===== src/rss_pkg.sv =====
// Package for the reclose state sequencer: register map, field layout, reset values, states.
// Assumes a 50 MHz system clock and a power-system cycle tick from elsewhere in the chip.
package rss_pkg;

   // -----------------------------------------------------------------------
   // Register offsets (byte addresses)
   // -----------------------------------------------------------------------
   localparam logic [7:0] RSS_CTRL_OFS = 8'h00;
   localparam logic [7:0] RSS_OI1_OFS = 8'h04;
   localparam logic [7:0] RSS_OI2_OFS = 8'h08;
   localparam logic [7:0] RSS_OI3_OFS = 8'h0C;
   localparam logic [7:0] RSS_OI4_OFS = 8'h10;
   localparam logic [7:0] RSS_RST_OFS = 8'h14;
   localparam logic [7:0] RSS_STAT_OFS = 8'h18;

   // -----------------------------------------------------------------------
   // Field positions and reset values
   // -----------------------------------------------------------------------
   localparam int RSS_CTRL_CLOSE_BIT = 0;
   localparam int RSS_CTRL_MASK_LSB = 8;
   localparam int RSS_STAT_SHOT_LSB = 8;
   localparam logic [4:0] RSS_MASK_RST = 5'h0A;
   localparam logic [15:0] RSS_OI1_RST = 16'h003C;
   localparam logic [15:0] RSS_OI2_RST = 16'h0258;
   localparam logic [15:0] RSS_OI3_RST = 16'h0384;
   localparam logic [15:0] RSS_OI4_RST = 16'h0000;
   localparam logic [15:0] RSS_RSTI_RST = 16'h0708;
   localparam logic [2:0] RSS_SHOT_MAX = 3'h4;
   localparam logic [1:0] RSS_RESP_OKAY = 2'h0;
   localparam logic [1:0] RSS_RESP_SLVERR = 2'h2;

   // -----------------------------------------------------------------------
   // Sequencer states
   // -----------------------------------------------------------------------
   typedef enum logic [1:0] {
      RSS_LOCKOUT,
      RSS_RESET,
      RSS_CYCLE
   } rss_state_t;

endpackage : rss_pkg


===== src/rss_sequencer.sv =====
// Reclose state sequencer with its AXI4-Lite register slave.
// Assumes breaker inputs are raw pins (synchronised here) and the cycle tick is on clk_sys.
//
// How it works
// - Breaker open in lockout keeps lockout bit
// - Reset only after full closed reset interval
// - Reset timer starts on close; lockout holds
// - Timer expiry: reset set, lockout cleared together
// - Open timer needs open, no trip, interval left
// - Open interval expiry asserts close output
// - Trip output follows trip condition directly
// - Intervals used in order; lockout after last
// - Trip in reset enters reclose cycle
// - Closed reset interval from cycle gives reset
// - Intervals exhausted and open gives lockout
// - Nonzero settings count; zero ends list
// - Expiry increments shot, then closes breaker
// - Shot count zero in reset state
// - Shot bit is mask bit of shot
// - Return to reset clears shot count
// - Lockout keeps last shot and shot bit
// - Close command or direct close closes
// - Permit removed forces lockout
`timescale 1ns/1ps

module rss_sequencer #(
   parameter int TW = 16
) (
   // Clock and reset
   input wire logic clk_sys,
   input wire logic rst,
   // Field inputs (asynchronous pins)
   input wire logic breaker_closed_input,
   input wire logic direct_close_function,
   input wire logic autoclose_permit,
   input wire logic fault_release_terms,
   // Cycle tick from the same clock domain
   input wire logic cycle_tick,
   // Breaker coils and state bits
   output logic trip_out,
   output logic close_out,
   output logic reset_state_bit,
   output logic cycle_state_bit,
   output logic lockout_state_bit,
   output logic shot_indicator_bit,
   // AXI4-Lite slave
   input wire logic [7:0] s_axi_awaddr,
   input wire logic s_axi_awvalid,
   output logic s_axi_awready,
   input wire logic [31:0] s_axi_wdata,
   input wire logic [3:0] s_axi_wstrb,
   input wire logic s_axi_wvalid,
   output logic s_axi_wready,
   output logic [1:0] s_axi_bresp,
   output logic s_axi_bvalid,
   input wire logic s_axi_bready,
   input wire logic [7:0] s_axi_araddr,
   input wire logic s_axi_arvalid,
   output logic s_axi_arready,
   output logic [31:0] s_axi_rdata,
   output logic [1:0] s_axi_rresp,
   output logic s_axi_rvalid,
   input wire logic s_axi_rready
);

   // -----------------------------------------------------------------------
   // State record
   // -----------------------------------------------------------------------
   typedef struct packed {
      logic [3:0] s1;
      logic [3:0] s2;
      rss_pkg::rss_state_t st;
      logic [TW-1:0] rst_cnt;
      logic [TW-1:0] oi_cnt;
      logic oi_run;
      logic [2:0] shot;
      logic [3:0][TW-1:0] oi_set;
      logic [TW-1:0] rsti_set;
      logic [4:0] mask;
      logic close_cmd;
      logic trip;
      logic close;
      logic rs;
      logic cy;
      logic lo;
      logic sh;
      logic aw_got;
      logic w_got;
      logic [7:0] awaddr;
      logic [31:0] wdata;
      logic [3:0] wstrb;
      logic bvalid;
      logic [1:0] bresp;
      logic rvalid;
      logic [31:0] rdata;
      logic [1:0] rresp;
   } rss_state_rec_t;

   rss_state_rec_t q_reg;
   rss_state_rec_t q_next;

   // Interval setting for a shot index; zero past the end of the table.
   function automatic logic [TW-1:0] oi_of(input logic [3:0][TW-1:0] t, input logic [2:0] i);
      oi_of = (i < 3'h4) ? t[i[1:0]] : '0;
   endfunction : oi_of

   // Mask position zero is the leftmost digit, so shot four is bit 0.
   function automatic logic mask_bit(input logic [4:0] m, input logic [2:0] s);
      mask_bit = (s <= rss_pkg::RSS_SHOT_MAX) ? m[3'h4 - s] : 1'b0;
   endfunction : mask_bit

   function automatic logic [31:0] merge(input logic [31:0] old, input logic [31:0] d,
                                         input logic [3:0] be);
      merge = old;
      for (int b = 0; b < 4; b++) begin
         if (be[b]) begin
            merge[8*b +: 8] = d[8*b +: 8];
         end
      end
   endfunction : merge

   logic brk_closed;
   logic dc_in;
   logic permit;
   logic trip_cond;
   logic [TW-1:0] oi_now;
   logic wr_go;
   logic [31:0] wr_val;
   logic [31:0] stat_word;

   assign brk_closed = q_reg.s2[0];
   assign dc_in = q_reg.s2[1];
   assign permit = q_reg.s2[2];
   assign trip_cond = q_reg.s2[3];
   assign oi_now = oi_of(q_reg.oi_set, q_reg.shot);
   assign wr_go = q_reg.aw_got && q_reg.w_got && !q_reg.bvalid;
   assign stat_word = {21'h0, q_reg.shot, 3'h0,
                       q_reg.sh, q_reg.lo, q_reg.cy, q_reg.rs, q_reg.trip};

   // -----------------------------------------------------------------------
   // Next-state logic
   // -----------------------------------------------------------------------
   always_comb begin
      q_next = q_reg;
      wr_val = 32'h0;
      q_next.s1 = {fault_release_terms, autoclose_permit, direct_close_function,
                   breaker_closed_input};
      q_next.s2 = q_reg.s1;
      q_next.close_cmd = 1'b0;

      // Register bus: write address and data in either order, then one response.
      if (s_axi_awvalid && !q_reg.aw_got) begin
         q_next.aw_got = 1'b1;
         q_next.awaddr = s_axi_awaddr;
      end
      if (s_axi_wvalid && !q_reg.w_got) begin
         q_next.w_got = 1'b1;
         q_next.wdata = s_axi_wdata;
         q_next.wstrb = s_axi_wstrb;
      end
      if (wr_go) begin
         q_next.aw_got = 1'b0;
         q_next.w_got = 1'b0;
         q_next.bvalid = 1'b1;
         q_next.bresp = rss_pkg::RSS_RESP_OKAY;
         case (q_reg.awaddr)
            rss_pkg::RSS_CTRL_OFS: begin
               wr_val = merge({19'h0, q_reg.mask, 8'h0}, q_reg.wdata, q_reg.wstrb);
               q_next.mask = wr_val[rss_pkg::RSS_CTRL_MASK_LSB +: 5];
               q_next.close_cmd = wr_val[rss_pkg::RSS_CTRL_CLOSE_BIT];
            end
            rss_pkg::RSS_OI1_OFS, rss_pkg::RSS_OI2_OFS, rss_pkg::RSS_OI3_OFS,
            rss_pkg::RSS_OI4_OFS: begin
               wr_val = merge({{(32-TW){1'b0}}, q_reg.oi_set[q_reg.awaddr[3:2] - 2'h1]},
                              q_reg.wdata, q_reg.wstrb);
               q_next.oi_set[q_reg.awaddr[3:2] - 2'h1] = wr_val[TW-1:0];
            end
            rss_pkg::RSS_RST_OFS: begin
               wr_val = merge({{(32-TW){1'b0}}, q_reg.rsti_set}, q_reg.wdata, q_reg.wstrb);
               q_next.rsti_set = wr_val[TW-1:0];
            end
            rss_pkg::RSS_STAT_OFS: begin
               q_next.bresp = rss_pkg::RSS_RESP_OKAY;
            end
            default: begin
               q_next.bresp = rss_pkg::RSS_RESP_SLVERR;
            end
         endcase
      end
      if (q_reg.bvalid && s_axi_bready) begin
         q_next.bvalid = 1'b0;
      end
      if (s_axi_arvalid && !q_reg.rvalid) begin
         q_next.rvalid = 1'b1;
         q_next.rresp = rss_pkg::RSS_RESP_OKAY;
         case (s_axi_araddr)
            rss_pkg::RSS_CTRL_OFS: q_next.rdata = {19'h0, q_reg.mask, 8'h0};
            rss_pkg::RSS_OI1_OFS: q_next.rdata = {{(32-TW){1'b0}}, q_reg.oi_set[0]};
            rss_pkg::RSS_OI2_OFS: q_next.rdata = {{(32-TW){1'b0}}, q_reg.oi_set[1]};
            rss_pkg::RSS_OI3_OFS: q_next.rdata = {{(32-TW){1'b0}}, q_reg.oi_set[2]};
            rss_pkg::RSS_OI4_OFS: q_next.rdata = {{(32-TW){1'b0}}, q_reg.oi_set[3]};
            rss_pkg::RSS_RST_OFS: q_next.rdata = {{(32-TW){1'b0}}, q_reg.rsti_set};
            rss_pkg::RSS_STAT_OFS: q_next.rdata = stat_word;
            default: begin
               q_next.rdata = 32'h0;
               q_next.rresp = rss_pkg::RSS_RESP_SLVERR;
            end
         endcase
      end else if (q_reg.rvalid && s_axi_rready) begin
         q_next.rvalid = 1'b0;
      end

      // Trip follows the condition through the input synchroniser plus one output register.
      q_next.trip = trip_cond;
      // Close is held until the breaker reports closed so a short pulse cannot be lost.
      if (q_reg.close_cmd || dc_in) begin
         q_next.close = 1'b1;
      end else if (brk_closed) begin
         q_next.close = 1'b0;
      end

      // Reset interval timer runs only while the breaker stays closed.
      if (!brk_closed || q_reg.st == rss_pkg::RSS_RESET) begin
         q_next.rst_cnt = '0;
      end else if (cycle_tick && q_reg.rst_cnt < q_reg.rsti_set) begin
         q_next.rst_cnt = q_reg.rst_cnt + 1'b1;
      end

      // Open interval timer starts when open, trip gone and an interval remains.
      if (!brk_closed && !trip_cond && oi_now != '0 && q_reg.st == rss_pkg::RSS_CYCLE) begin
         q_next.oi_run = 1'b1;
         if (cycle_tick) begin
            q_next.oi_cnt = q_reg.oi_cnt + 1'b1;
         end
      end else begin
         q_next.oi_run = 1'b0;
         q_next.oi_cnt = '0;
      end

      case (q_reg.st)
         rss_pkg::RSS_LOCKOUT: begin
            if (brk_closed && q_reg.rst_cnt >= q_reg.rsti_set && permit) begin
               q_next.st = rss_pkg::RSS_RESET;
               q_next.shot = 3'h0;
            end
         end
         rss_pkg::RSS_RESET: begin
            q_next.shot = 3'h0;
            if (trip_cond) begin
               q_next.st = rss_pkg::RSS_CYCLE;
            end
         end
         rss_pkg::RSS_CYCLE: begin
            if (brk_closed && q_reg.rst_cnt >= q_reg.rsti_set) begin
               q_next.st = rss_pkg::RSS_RESET;
               q_next.shot = 3'h0;
            end else if (!brk_closed && oi_now == '0 && !q_reg.close) begin
               // A reclose still waiting for the breaker must land before lockout is judged.
               q_next.st = rss_pkg::RSS_LOCKOUT;
            end else if (q_reg.oi_run && q_reg.oi_cnt >= oi_now) begin
               q_next.shot = q_reg.shot + 1'b1;
               q_next.close = 1'b1;
               q_next.oi_cnt = '0;
               q_next.oi_run = 1'b0;
            end
         end
         default: begin
            q_next.st = rss_pkg::RSS_LOCKOUT;
         end
      endcase
      if (!permit) begin
         q_next.st = rss_pkg::RSS_LOCKOUT;
      end

      q_next.rs = (q_next.st == rss_pkg::RSS_RESET);
      q_next.cy = (q_next.st == rss_pkg::RSS_CYCLE);
      q_next.lo = (q_next.st == rss_pkg::RSS_LOCKOUT);
      q_next.sh = mask_bit(q_reg.mask, q_next.shot);
   end

   // -----------------------------------------------------------------------
   // State register
   // -----------------------------------------------------------------------
   always_ff @(posedge clk_sys) begin
      if (rst) begin
         q_reg <= '0;
         q_reg.st <= rss_pkg::RSS_LOCKOUT;
         q_reg.lo <= 1'b1;
         q_reg.mask <= rss_pkg::RSS_MASK_RST;
         q_reg.oi_set <= {rss_pkg::RSS_OI4_RST, rss_pkg::RSS_OI3_RST,
                          rss_pkg::RSS_OI2_RST, rss_pkg::RSS_OI1_RST};
         q_reg.rsti_set <= rss_pkg::RSS_RSTI_RST;
         q_reg.sh <= 1'b0;
      end else begin
         q_reg <= q_next;
      end
   end

   assign trip_out = q_reg.trip;
   assign close_out = q_reg.close;
   assign reset_state_bit = q_reg.rs;
   assign cycle_state_bit = q_reg.cy;
   assign lockout_state_bit = q_reg.lo;
   assign shot_indicator_bit = q_reg.sh;
   assign s_axi_awready = !q_reg.aw_got;
   assign s_axi_wready = !q_reg.w_got;
   assign s_axi_bvalid = q_reg.bvalid;
   assign s_axi_bresp = q_reg.bresp;
   assign s_axi_arready = !q_reg.rvalid;
   assign s_axi_rvalid = q_reg.rvalid;
   assign s_axi_rdata = q_reg.rdata;
   assign s_axi_rresp = q_reg.rresp;

   // -----------------------------------------------------------------------
   // Checks
   // -----------------------------------------------------------------------
   one_state_a: assert property (@(posedge clk_sys) disable iff (rst)
      $onehot({q_reg.rs, q_reg.cy, q_reg.lo})) else $error("state bits not one-hot");
   lo_open_a: assert property (@(posedge clk_sys) disable iff (rst)
      q_reg.lo && !brk_closed |=> q_reg.lo) else $error("lockout left while open");
   rs_timed_a: assert property (@(posedge clk_sys) disable iff (rst)
      $rose(q_reg.rs) |-> $past(q_reg.rst_cnt) >= $past(q_reg.rsti_set))
      else $error("reset before interval");
   trip_fol_a: assert property (@(posedge clk_sys) disable iff (rst)
      trip_out == $past(trip_cond)) else $error("trip not following");
   rs_shot_a: assert property (@(posedge clk_sys) disable iff (rst)
      q_reg.rs |-> q_reg.shot == 3'h0) else $error("shot nonzero in reset");
   sh_mask_a: assert property (@(posedge clk_sys) disable iff (rst)
      shot_indicator_bit == mask_bit($past(q_reg.mask), q_reg.shot))
      else $error("shot bit mismatch");
   trip_cycle_a: assert property (@(posedge clk_sys) disable iff (rst)
      q_reg.rs && trip_cond && permit |=> q_reg.cy) else $error("no cycle on trip");
   permit_lo_a: assert property (@(posedge clk_sys) disable iff (rst)
      !permit |=> q_reg.lo) else $error("no lockout without permit");
   shot_close_a: assert property (@(posedge clk_sys) disable iff (rst)
      q_reg.cy && q_reg.shot != $past(q_reg.shot) && q_reg.shot != 3'h0 |-> close_out)
      else $error("shot without close");
   cov_reclose_c: cover property (@(posedge clk_sys) $rose(q_reg.cy));
   cov_shot_c: cover property (@(posedge clk_sys) q_reg.shot == 3'h3 && q_reg.lo);
   cov_reset_c: cover property (@(posedge clk_sys) $rose(q_reg.rs));

endmodule : rss_sequencer


===== config.mk =====
export PLATFORM = sky130hd
export DESIGN_NAME = rss_sequencer
export DESIGN_NICKNAME = d
export VERILOG_FILES = /design/src/rss_pkg.sv /design/src/rss_sequencer.sv
export SDC_FILE = /design/constraint.sdc
export NUM_CORES = 1
export LEC_CHECK = 0
export BUFFER_PORTS_ARGS = -buffer_cell sky130_fd_sc_hd__buf_2
export CAP_MARGIN = 20
export CORE_MARGIN = 5
export CORE_UTILIZATION = 55
export CTS_CLUSTER_DIAMETER = 40
export DETAILED_ROUTE_END_ITERATION = 7
export GPL_TIMING_DRIVEN = 0
export HOLD_SLACK_MARGIN = 0.1
export PLACE_DENSITY = 0.76
export SYNTH_ARGS = -nofsm -noshare
export SYNTH_HDL_FRONTEND = slang
export SYNTH_SLANG_ARGS = --single-unit

===== constraint.sdc =====
create_clock -name clk_sys -period 9.3 [get_ports clk_sys]
set_input_delay 1.395 -clock clk_sys [delete_from_list [all_inputs] [get_ports clk_sys]]
set_output_delay 1.395 -clock clk_sys [all_outputs]
set_load 0.02 [all_outputs]

==> impl_metrics.tcl, run 1 <==
set metrics [dict create \
    status "finished clean" \
    powerDensity_nw_per_um2 157 \
    synth_edf_count 0 \
    htree_levels 4 \
    finalNetCount 1285 \
    ioPinCount 111 \
    grt_usage_pct 29.2 \
    area_growth_pct 14.1 \
    clkTransAtPathRegs_ps 80 \
    post_synth_fa_ha_maj_area_fraction_pct 5.42 \
    place.gp.congestion 1.01 \
    crit_path_max_fanout 10 \
    drive_gt1_share_pct 16.2 \
    cap_violations 0 \
    dr.pass1.iters 8 \
    die_x_um 141 \
    p_leak_nw 4.28 \
    cp_slowest_cell "a211oi_1" \
    vdd_drop_max_mv 0.134 \
    endpoint_kind "flop" \
    regToRegSetupSlack_ps 4430 \
    rsz0062_at_grt "false" \
    postRouteAntennaNets 0 \
    tightest_slew_ps 1100 \
    synth_xor_area_share_pct 2.69 \
    synth_flop_cell "dfxtp_1" \
    cts_made_buffers 17 \
    drt-initial-drc-count 1135 \
    grt_max_degree 22 \
    synth_compound_area_share_pct 11.9 \
    grt_pass1_wl_mm 44.8 \
    ys_warn_count 0 \
    yosys-top-cells-area "dfxtp_1, nor2_1, mux4_2" \
    synth.most_common_cell "nor2_1" \
    critPathKind "reg2reg" \
    root_buffer "clkbuf_16" \
    fin_util_pct 63.2 \
    clock_latency_ps 450 \
    largest_reg_flops 152 \
    hold_path_class "reg2reg" \
    postSynthCellCount 1070 \
    synth_top_family_by_area "simple AND/OR/NAND/NOR gates" \
    die_area_sq_um 19900 \
    cp_cell_sequence "buf_4, buf_2, mux4_2, nor4_1, a41oi_1, or3_1, o211a_2, and3_1, a211oi_1, nor2b_1, ha_1, mux2i_1, or3_1, mux2i_1, a22o_1" \
    synth_top_area_share_pct 39.4 \
    grt_pass1_vias 8102 \
    dieHeight_um 141 \
    vias 8515 \
    postSynth.asyncResetShare_pct 0 \
    yosysUniqueCellTypes 58 \
    wl_per_cell_um 20.4 \
    drc 0 \
    crit_required_ps 9680 \
    initial_utilization_pct 55.4 \
    power_mw 1.69 \
    hold_slack_ps 444 \
    dpl.hpwl_mm 21.4 \
    cts_tree "built" \
    post_cts_resized 0 \
    ys_top_cells_by_count "nor2_1, dfxtp_1, nand2_1" \
    synth-seq-cells 186 \
    slew_viol_final 0 \
    diodes 0 \
    ys_seq_area_share_pct 39.4 \
    avgSynthCellArea_sq_um 8.84 \
    crit_arrival_ps 5250 \
    min_period_ps 4870 \
    synth-simple-area-share_pct 21.8 \
    startpoint_type "flop" \
    yosysTopAreaCell "dfxtp_1" \
    fin_ws_ps 4430 \
    cpPeakStageDelay_ps 630 \
    post-route-period-util_pct 52.3 \
    cts_setup_buffers 0 \
    clock_path_buffers 2 \
    fin_skew_ps 14.0 \
    fin_tns_setup_ps 0 \
    routed_wl_mm 29.0 \
    relSlewSlack_pct 26.6 \
    antenna_found_initial 0 \
    num_rows 48 \
    preCtsSetupSlack_ps 4580 \
    finalSetupViolations 0 \
    hold_viol 0 \
    fmax_ghz 0.206 \
    ctsHoldBuffers 0 \
    clkSinkCount 186 \
    synthMuxAreaShare_pct 12.1 \
    synth_area_sq_um 9460 \
    overflow 0 \
    routed_via_density 6.00 \
    core_sq_um 17100 \
    io_buffers 72 \
]
==> final timing paths <==
check | start | endpoint | cells after the start
max | q_reg[177] | shot_indicator_bit | 15
min | q_next[215] | dc_in | 1
max reg2reg | q_reg[177] | shot_indicator_bit | 15
min reg2reg | q_next[215] | dc_in | 1
==> cell usage in the layout (no fill, tap or decap), types with 5 or more instances in the layout <==
cell       count
a211o_1       15
a211oi_1      13
a21oi_1       53
a222oi_1       9
a22oi_1       34
a31oi_1       10
and3_1         6
buf_2         75
buf_4         37
clkbuf_1      50
clkbuf_16     17
clkinv_8       5
conb_1        18
dfxtp_1      186
ha_1          41
inv_1         36
inv_8          5
mux2_2        11
mux2i_1       29
mux4_2        32
nand2_1       68
nand2b_1      21
nand3_1       17
nand3b_1       6
nand4_1       14
nor2_1       203
nor2b_1       23
nor3_1        57
nor4_1         9
o21ai_0        8
xnor2_1       12
xor2_1        17
==> worst max-delay path: cells and delay by family (launching register included) <==
kind / cells / cell delay (ps)
buffers and inverters: 2 / 610
AO/OA/AOI/OAI: 4 / 1230
multiplexers: 3 / 690
AND/OR/NAND/NOR: 5 / 1580
flip-flops: 1 / 400
adder cells (fa/ha/maj): 1 / 280
==> power breakdown <==
part	total, mW	internal (mW)	switching [mW]
sequential	0.822	0.809	0.0130
combinational	0.125	0.0457	0.0797
clock	0.746	0.369	0.377
==> cells by family after synthesis <==
family                   Yosys count
AO/OA/AOI/OAI                    165
AND/OR/NAND/NOR                  447
flip-flops                       186
multiplexers                      73
other                              1
buffers and inverters            128
adder cells (fa/ha/maj)           41
XOR/XNOR                          29
==> metal layers <==
metal / global-route usage (%) / vias to the layer above / part of all wire (%)
li1: - / 3949 / -
met1: 38.6 / 3931 / 40
met2: 44.6 / 534 / 44
met3: 7.63 / 101 / 11
met4: 14.1 / 0 / 5.3
met5: 0 / - / 0
==> metrics by stage <==
| step | area [sq um] | std cells |
|---|---|---|
| 2_1_floorplan | 9520 | 1087 |
| 3_3_place_gp | 10200 | 1384 |
| 3_5_place_dp | 10200 | 1385 |
| 4_1_cts | 10800 | 1417 |
| 5_1_grt | 10800 | 1418 |
| 6_report | 10800 | 1418 |
==> final cells by class <==
class	instances	area [sq um]
Inverter	36	135
Buffer	92	494
Sequential cell	186	3720
Multi-Input combinational cell	773	5170
Fill cell	1468	6270
Tap cell	225	282
Clock buffer	17	425
Clock inverter	15	189
Timing Repair Buffer	74	370
Power figures use the tool's default switching activity.
==> inputs of run 2 (changes only) <==
ABC_AREA = 1   (was not set)
CORE_UTILIZATION = 53   (was 55)
clock period = 4.3 ns   (was 9.3 ns; I/O delays follow)
==> run 2 against run 1 <==
  * Clock-buffer cell count grew 3
  * Highest routed layer unchanged
  * Design area increased by 3.7%
  * Setup slack got worse by 3600 ps
  * Sequential share of layout area shrank 1.2 points
==> impl_metrics.tcl, run 2 <==
set metrics [dict create \
    cap_violations 0 \
    root_buffer "clkbuf_16" \
    status "finished clean" \
    clock_latency_ps 440 \
    postSynth.asyncResetShare_pct 0 \
    crit_path_frequent_cell "clkbuf_1" \
    finalNetCount 1630 \
    finalInstanceArea_sq_um 11200 \
    cts_tree "built" \
    ioPinCount 111 \
    min_path_cells 2 \
    placed_cell_area_sq_um 10600 \
    cp_slowest_cell "dfxtp_1" \
    cpPeakStageDelay_ps 580 \
    endpoint_kind "flop" \
    reg2reg_to "q_reg[147]" \
    fin_util_pct 61.8 \
    post-route-period-util_pct 81.1 \
    hold_path_class "in2reg" \
    tightest_slew_ps 1110 \
    rsz0062_at_grt "false" \
    overflow 0 \
    drive_gt1_share_pct 11.1 \
    antenna_found_initial 0 \
    synth-seq-cells 186 \
    slew_viol_final 0 \
    core_sq_um 18100 \
    cts_setup_buffers 0 \
    avgSynthCellArea_sq_um 6.94 \
    synth.most_common_cell "nand2_1" \
    dp_cells 1735 \
    power_mw 3.84 \
    die_x_um 146 \
    r2r_start "q_reg[76]" \
    largest_reg_flops 152 \
    vias 10000 \
    fin_skew_ps 12.1 \
    dr.pass1.iters 6 \
    dpl.hpwl_mm 24.6 \
    clkTransAtPathRegs_ps 70 \
    fin_cells 1765 \
    min_period_ps 3490 \
    drt-initial-drc-count 1158 \
    fillCellCount 1666 \
    fmax_ghz 0.287 \
    routed_via_density 5.69 \
    num_rows 49 \
    vdd_drop_max_mv 0.275 \
    area_growth_pct 13.8 \
    diodes 0 \
    drc 0 \
    wl_per_cell_um 18.4 \
    yosysTopAreaCell "dfxtp_1" \
    fin_tns_setup_ps 0 \
    htree_levels 4 \
    routed_wl_mm 32.4 \
    preCtsSetupSlack_ps 954 \
    place.gp.congestion 1.06 \
    postRouteAntennaNets 0 \
    crit_path_max_fanout 11 \
    final_cell_mix "nand2_1, dfxtp_1, inv_1" \
    relSlewSlack_pct 25.2 \
    hp-start "s_axi_bready" \
    clock_path_buffers 2 \
    p_leak_nw 5.02 \
    synth_area_sq_um 9830 \
    post_cts_resized 0 \
    ys_seq_area_share_pct 37.9 \
    hold_end "s_axi_bvalid" \
    initial_utilization_pct 54.3 \
    hold_slack_ps 406 \
    cts_made_buffers 17 \
    ys_warn_count 0 \
    dieHeight_um 146 \
    yosys-top-cells-area "dfxtp_1, nand2_1, a21oi_1" \
    die_area_sq_um 21400 \
    critPathKind "reg2reg" \
    fin_ws_ps 814 \
    postSynthCellCount 1415 \
    ys_top_cells_by_count "nand2_1, dfxtp_1, inv_1" \
    crit_arrival_ps 3850 \
    synth_flop_cell "dfxtp_1" \
    hold_viol 0 \
    ctsHoldBuffers 0 \
    cp_cell_sequence "inv_2, clkbuf_1, ha_1, clkbuf_1, inv_1, clkbuf_1, a21oi_1, o21ai_0, a31oi_1, o21ai_0, a21oi_1" \
    regToRegSetupSlack_ps 810 \
    yosysUniqueCellTypes 45 \
    finalSetupViolations 0 \
    clkSinkCount 186 \
    grt_max_degree 17 \
    grt_usage_pct 29.9 \
    grt_pass1_wl_mm 50.5 \
    final_common_cell "nand2_1" \
    grt_pass1_vias 9142 \
    crit_required_ps 4670 \
    ff2ff_path_depth 11 \
    io_buffers 73 \
    powerDensity_nw_per_um2 343 \
    synth_edf_count 0 \
    synth_top_area_share_pct 37.9 \
    startpoint_type "flop" \
]
[run 2: changes by cell type in the layout (fill, tap and decap cells not counted), sizes merged, moves of 15 or more]
cell    previous run  this run
nand2b            21         0
o22ai              1        21
nor2             203       141
mux2i             29         0
inv               45       188
nor2b             23         0
o21ai              8       162
a22oi             34         0
mux4              32         0
nand2             68       243
a21oi             53       172
a211o             15         0
nand3             17        61
nor3              57        18
[run 2: how the worst max path moves through the flow]
stage / to / depth (start not counted) / start / slack, ps
3_3_place_gp: shot_indicator_bit / 22 / q_reg[177] / 990
2_1_floorplan: shot_indicator_bit / 25 / q_reg[176] / 1510
4_1_cts: shot_indicator_bit / 22 / q_reg[177] / 930
5_1_grt: q_reg[143] / 11 / q_reg[76] / 610
3_5_place_dp: shot_indicator_bit / 22 / q_reg[177] / 950
6_report: q_reg[147] / 11 / q_reg[76] / 810
[run 2: kinds of logic (layout without fill, tap and decap cells)]
group                      after synthesis  after routing  share of synthesized area (%)
and+or+nand+nor                        477            477                           20.2
AOI/OAI and AO/OA                      412            412                           22.8
buffers and inverters                  288            392                           13.0
DFF                                    186            186                           37.9
adders and majority gates               41             41                           5.22
xor gates and xnor gates                10             10                          0.891
other                                    1             18                         0.0382
[run 2: final cells by class]
class	instances	area (sq um)	share of cell area [%]
Clock buffer	20	467	4.17
Tap cell	229	287	2.56
Multi-Input combinational cell	958	4890	43.7
Timing Repair Buffer	74	373	3.33
Clock inverter	10	164	1.47
Buffer	98	557	4.98
Inverter	190	721	6.45
Sequential cell	186	3720	33.3
[run 2: power breakdown]
group	switching, mW	leakage (nW)	internal [mW]
sequential	0.0257	1.51	1.75
combinational	0.253	3.20	0.105
clock	0.681	0.309	1.02
total	0.960	5.02	2.88
[run 2: per-layer routing]
metal / track usage (%) / share of wire [%]
met1: 41.5 / 44
met2: 44.3 / 42
met3: 7.56 / 11
met4: 12.7 / 4.0
met5: 0 / 0
[run 2: critical path, delay by kind of cell (launching register included)]
kind | cells | cell delay (ps)
DFF | 1 | 580
buffers and inverters | 5 | 1490
AOI/OAI and AO/OA | 5 | 960
adders and majority gates | 1 | 380
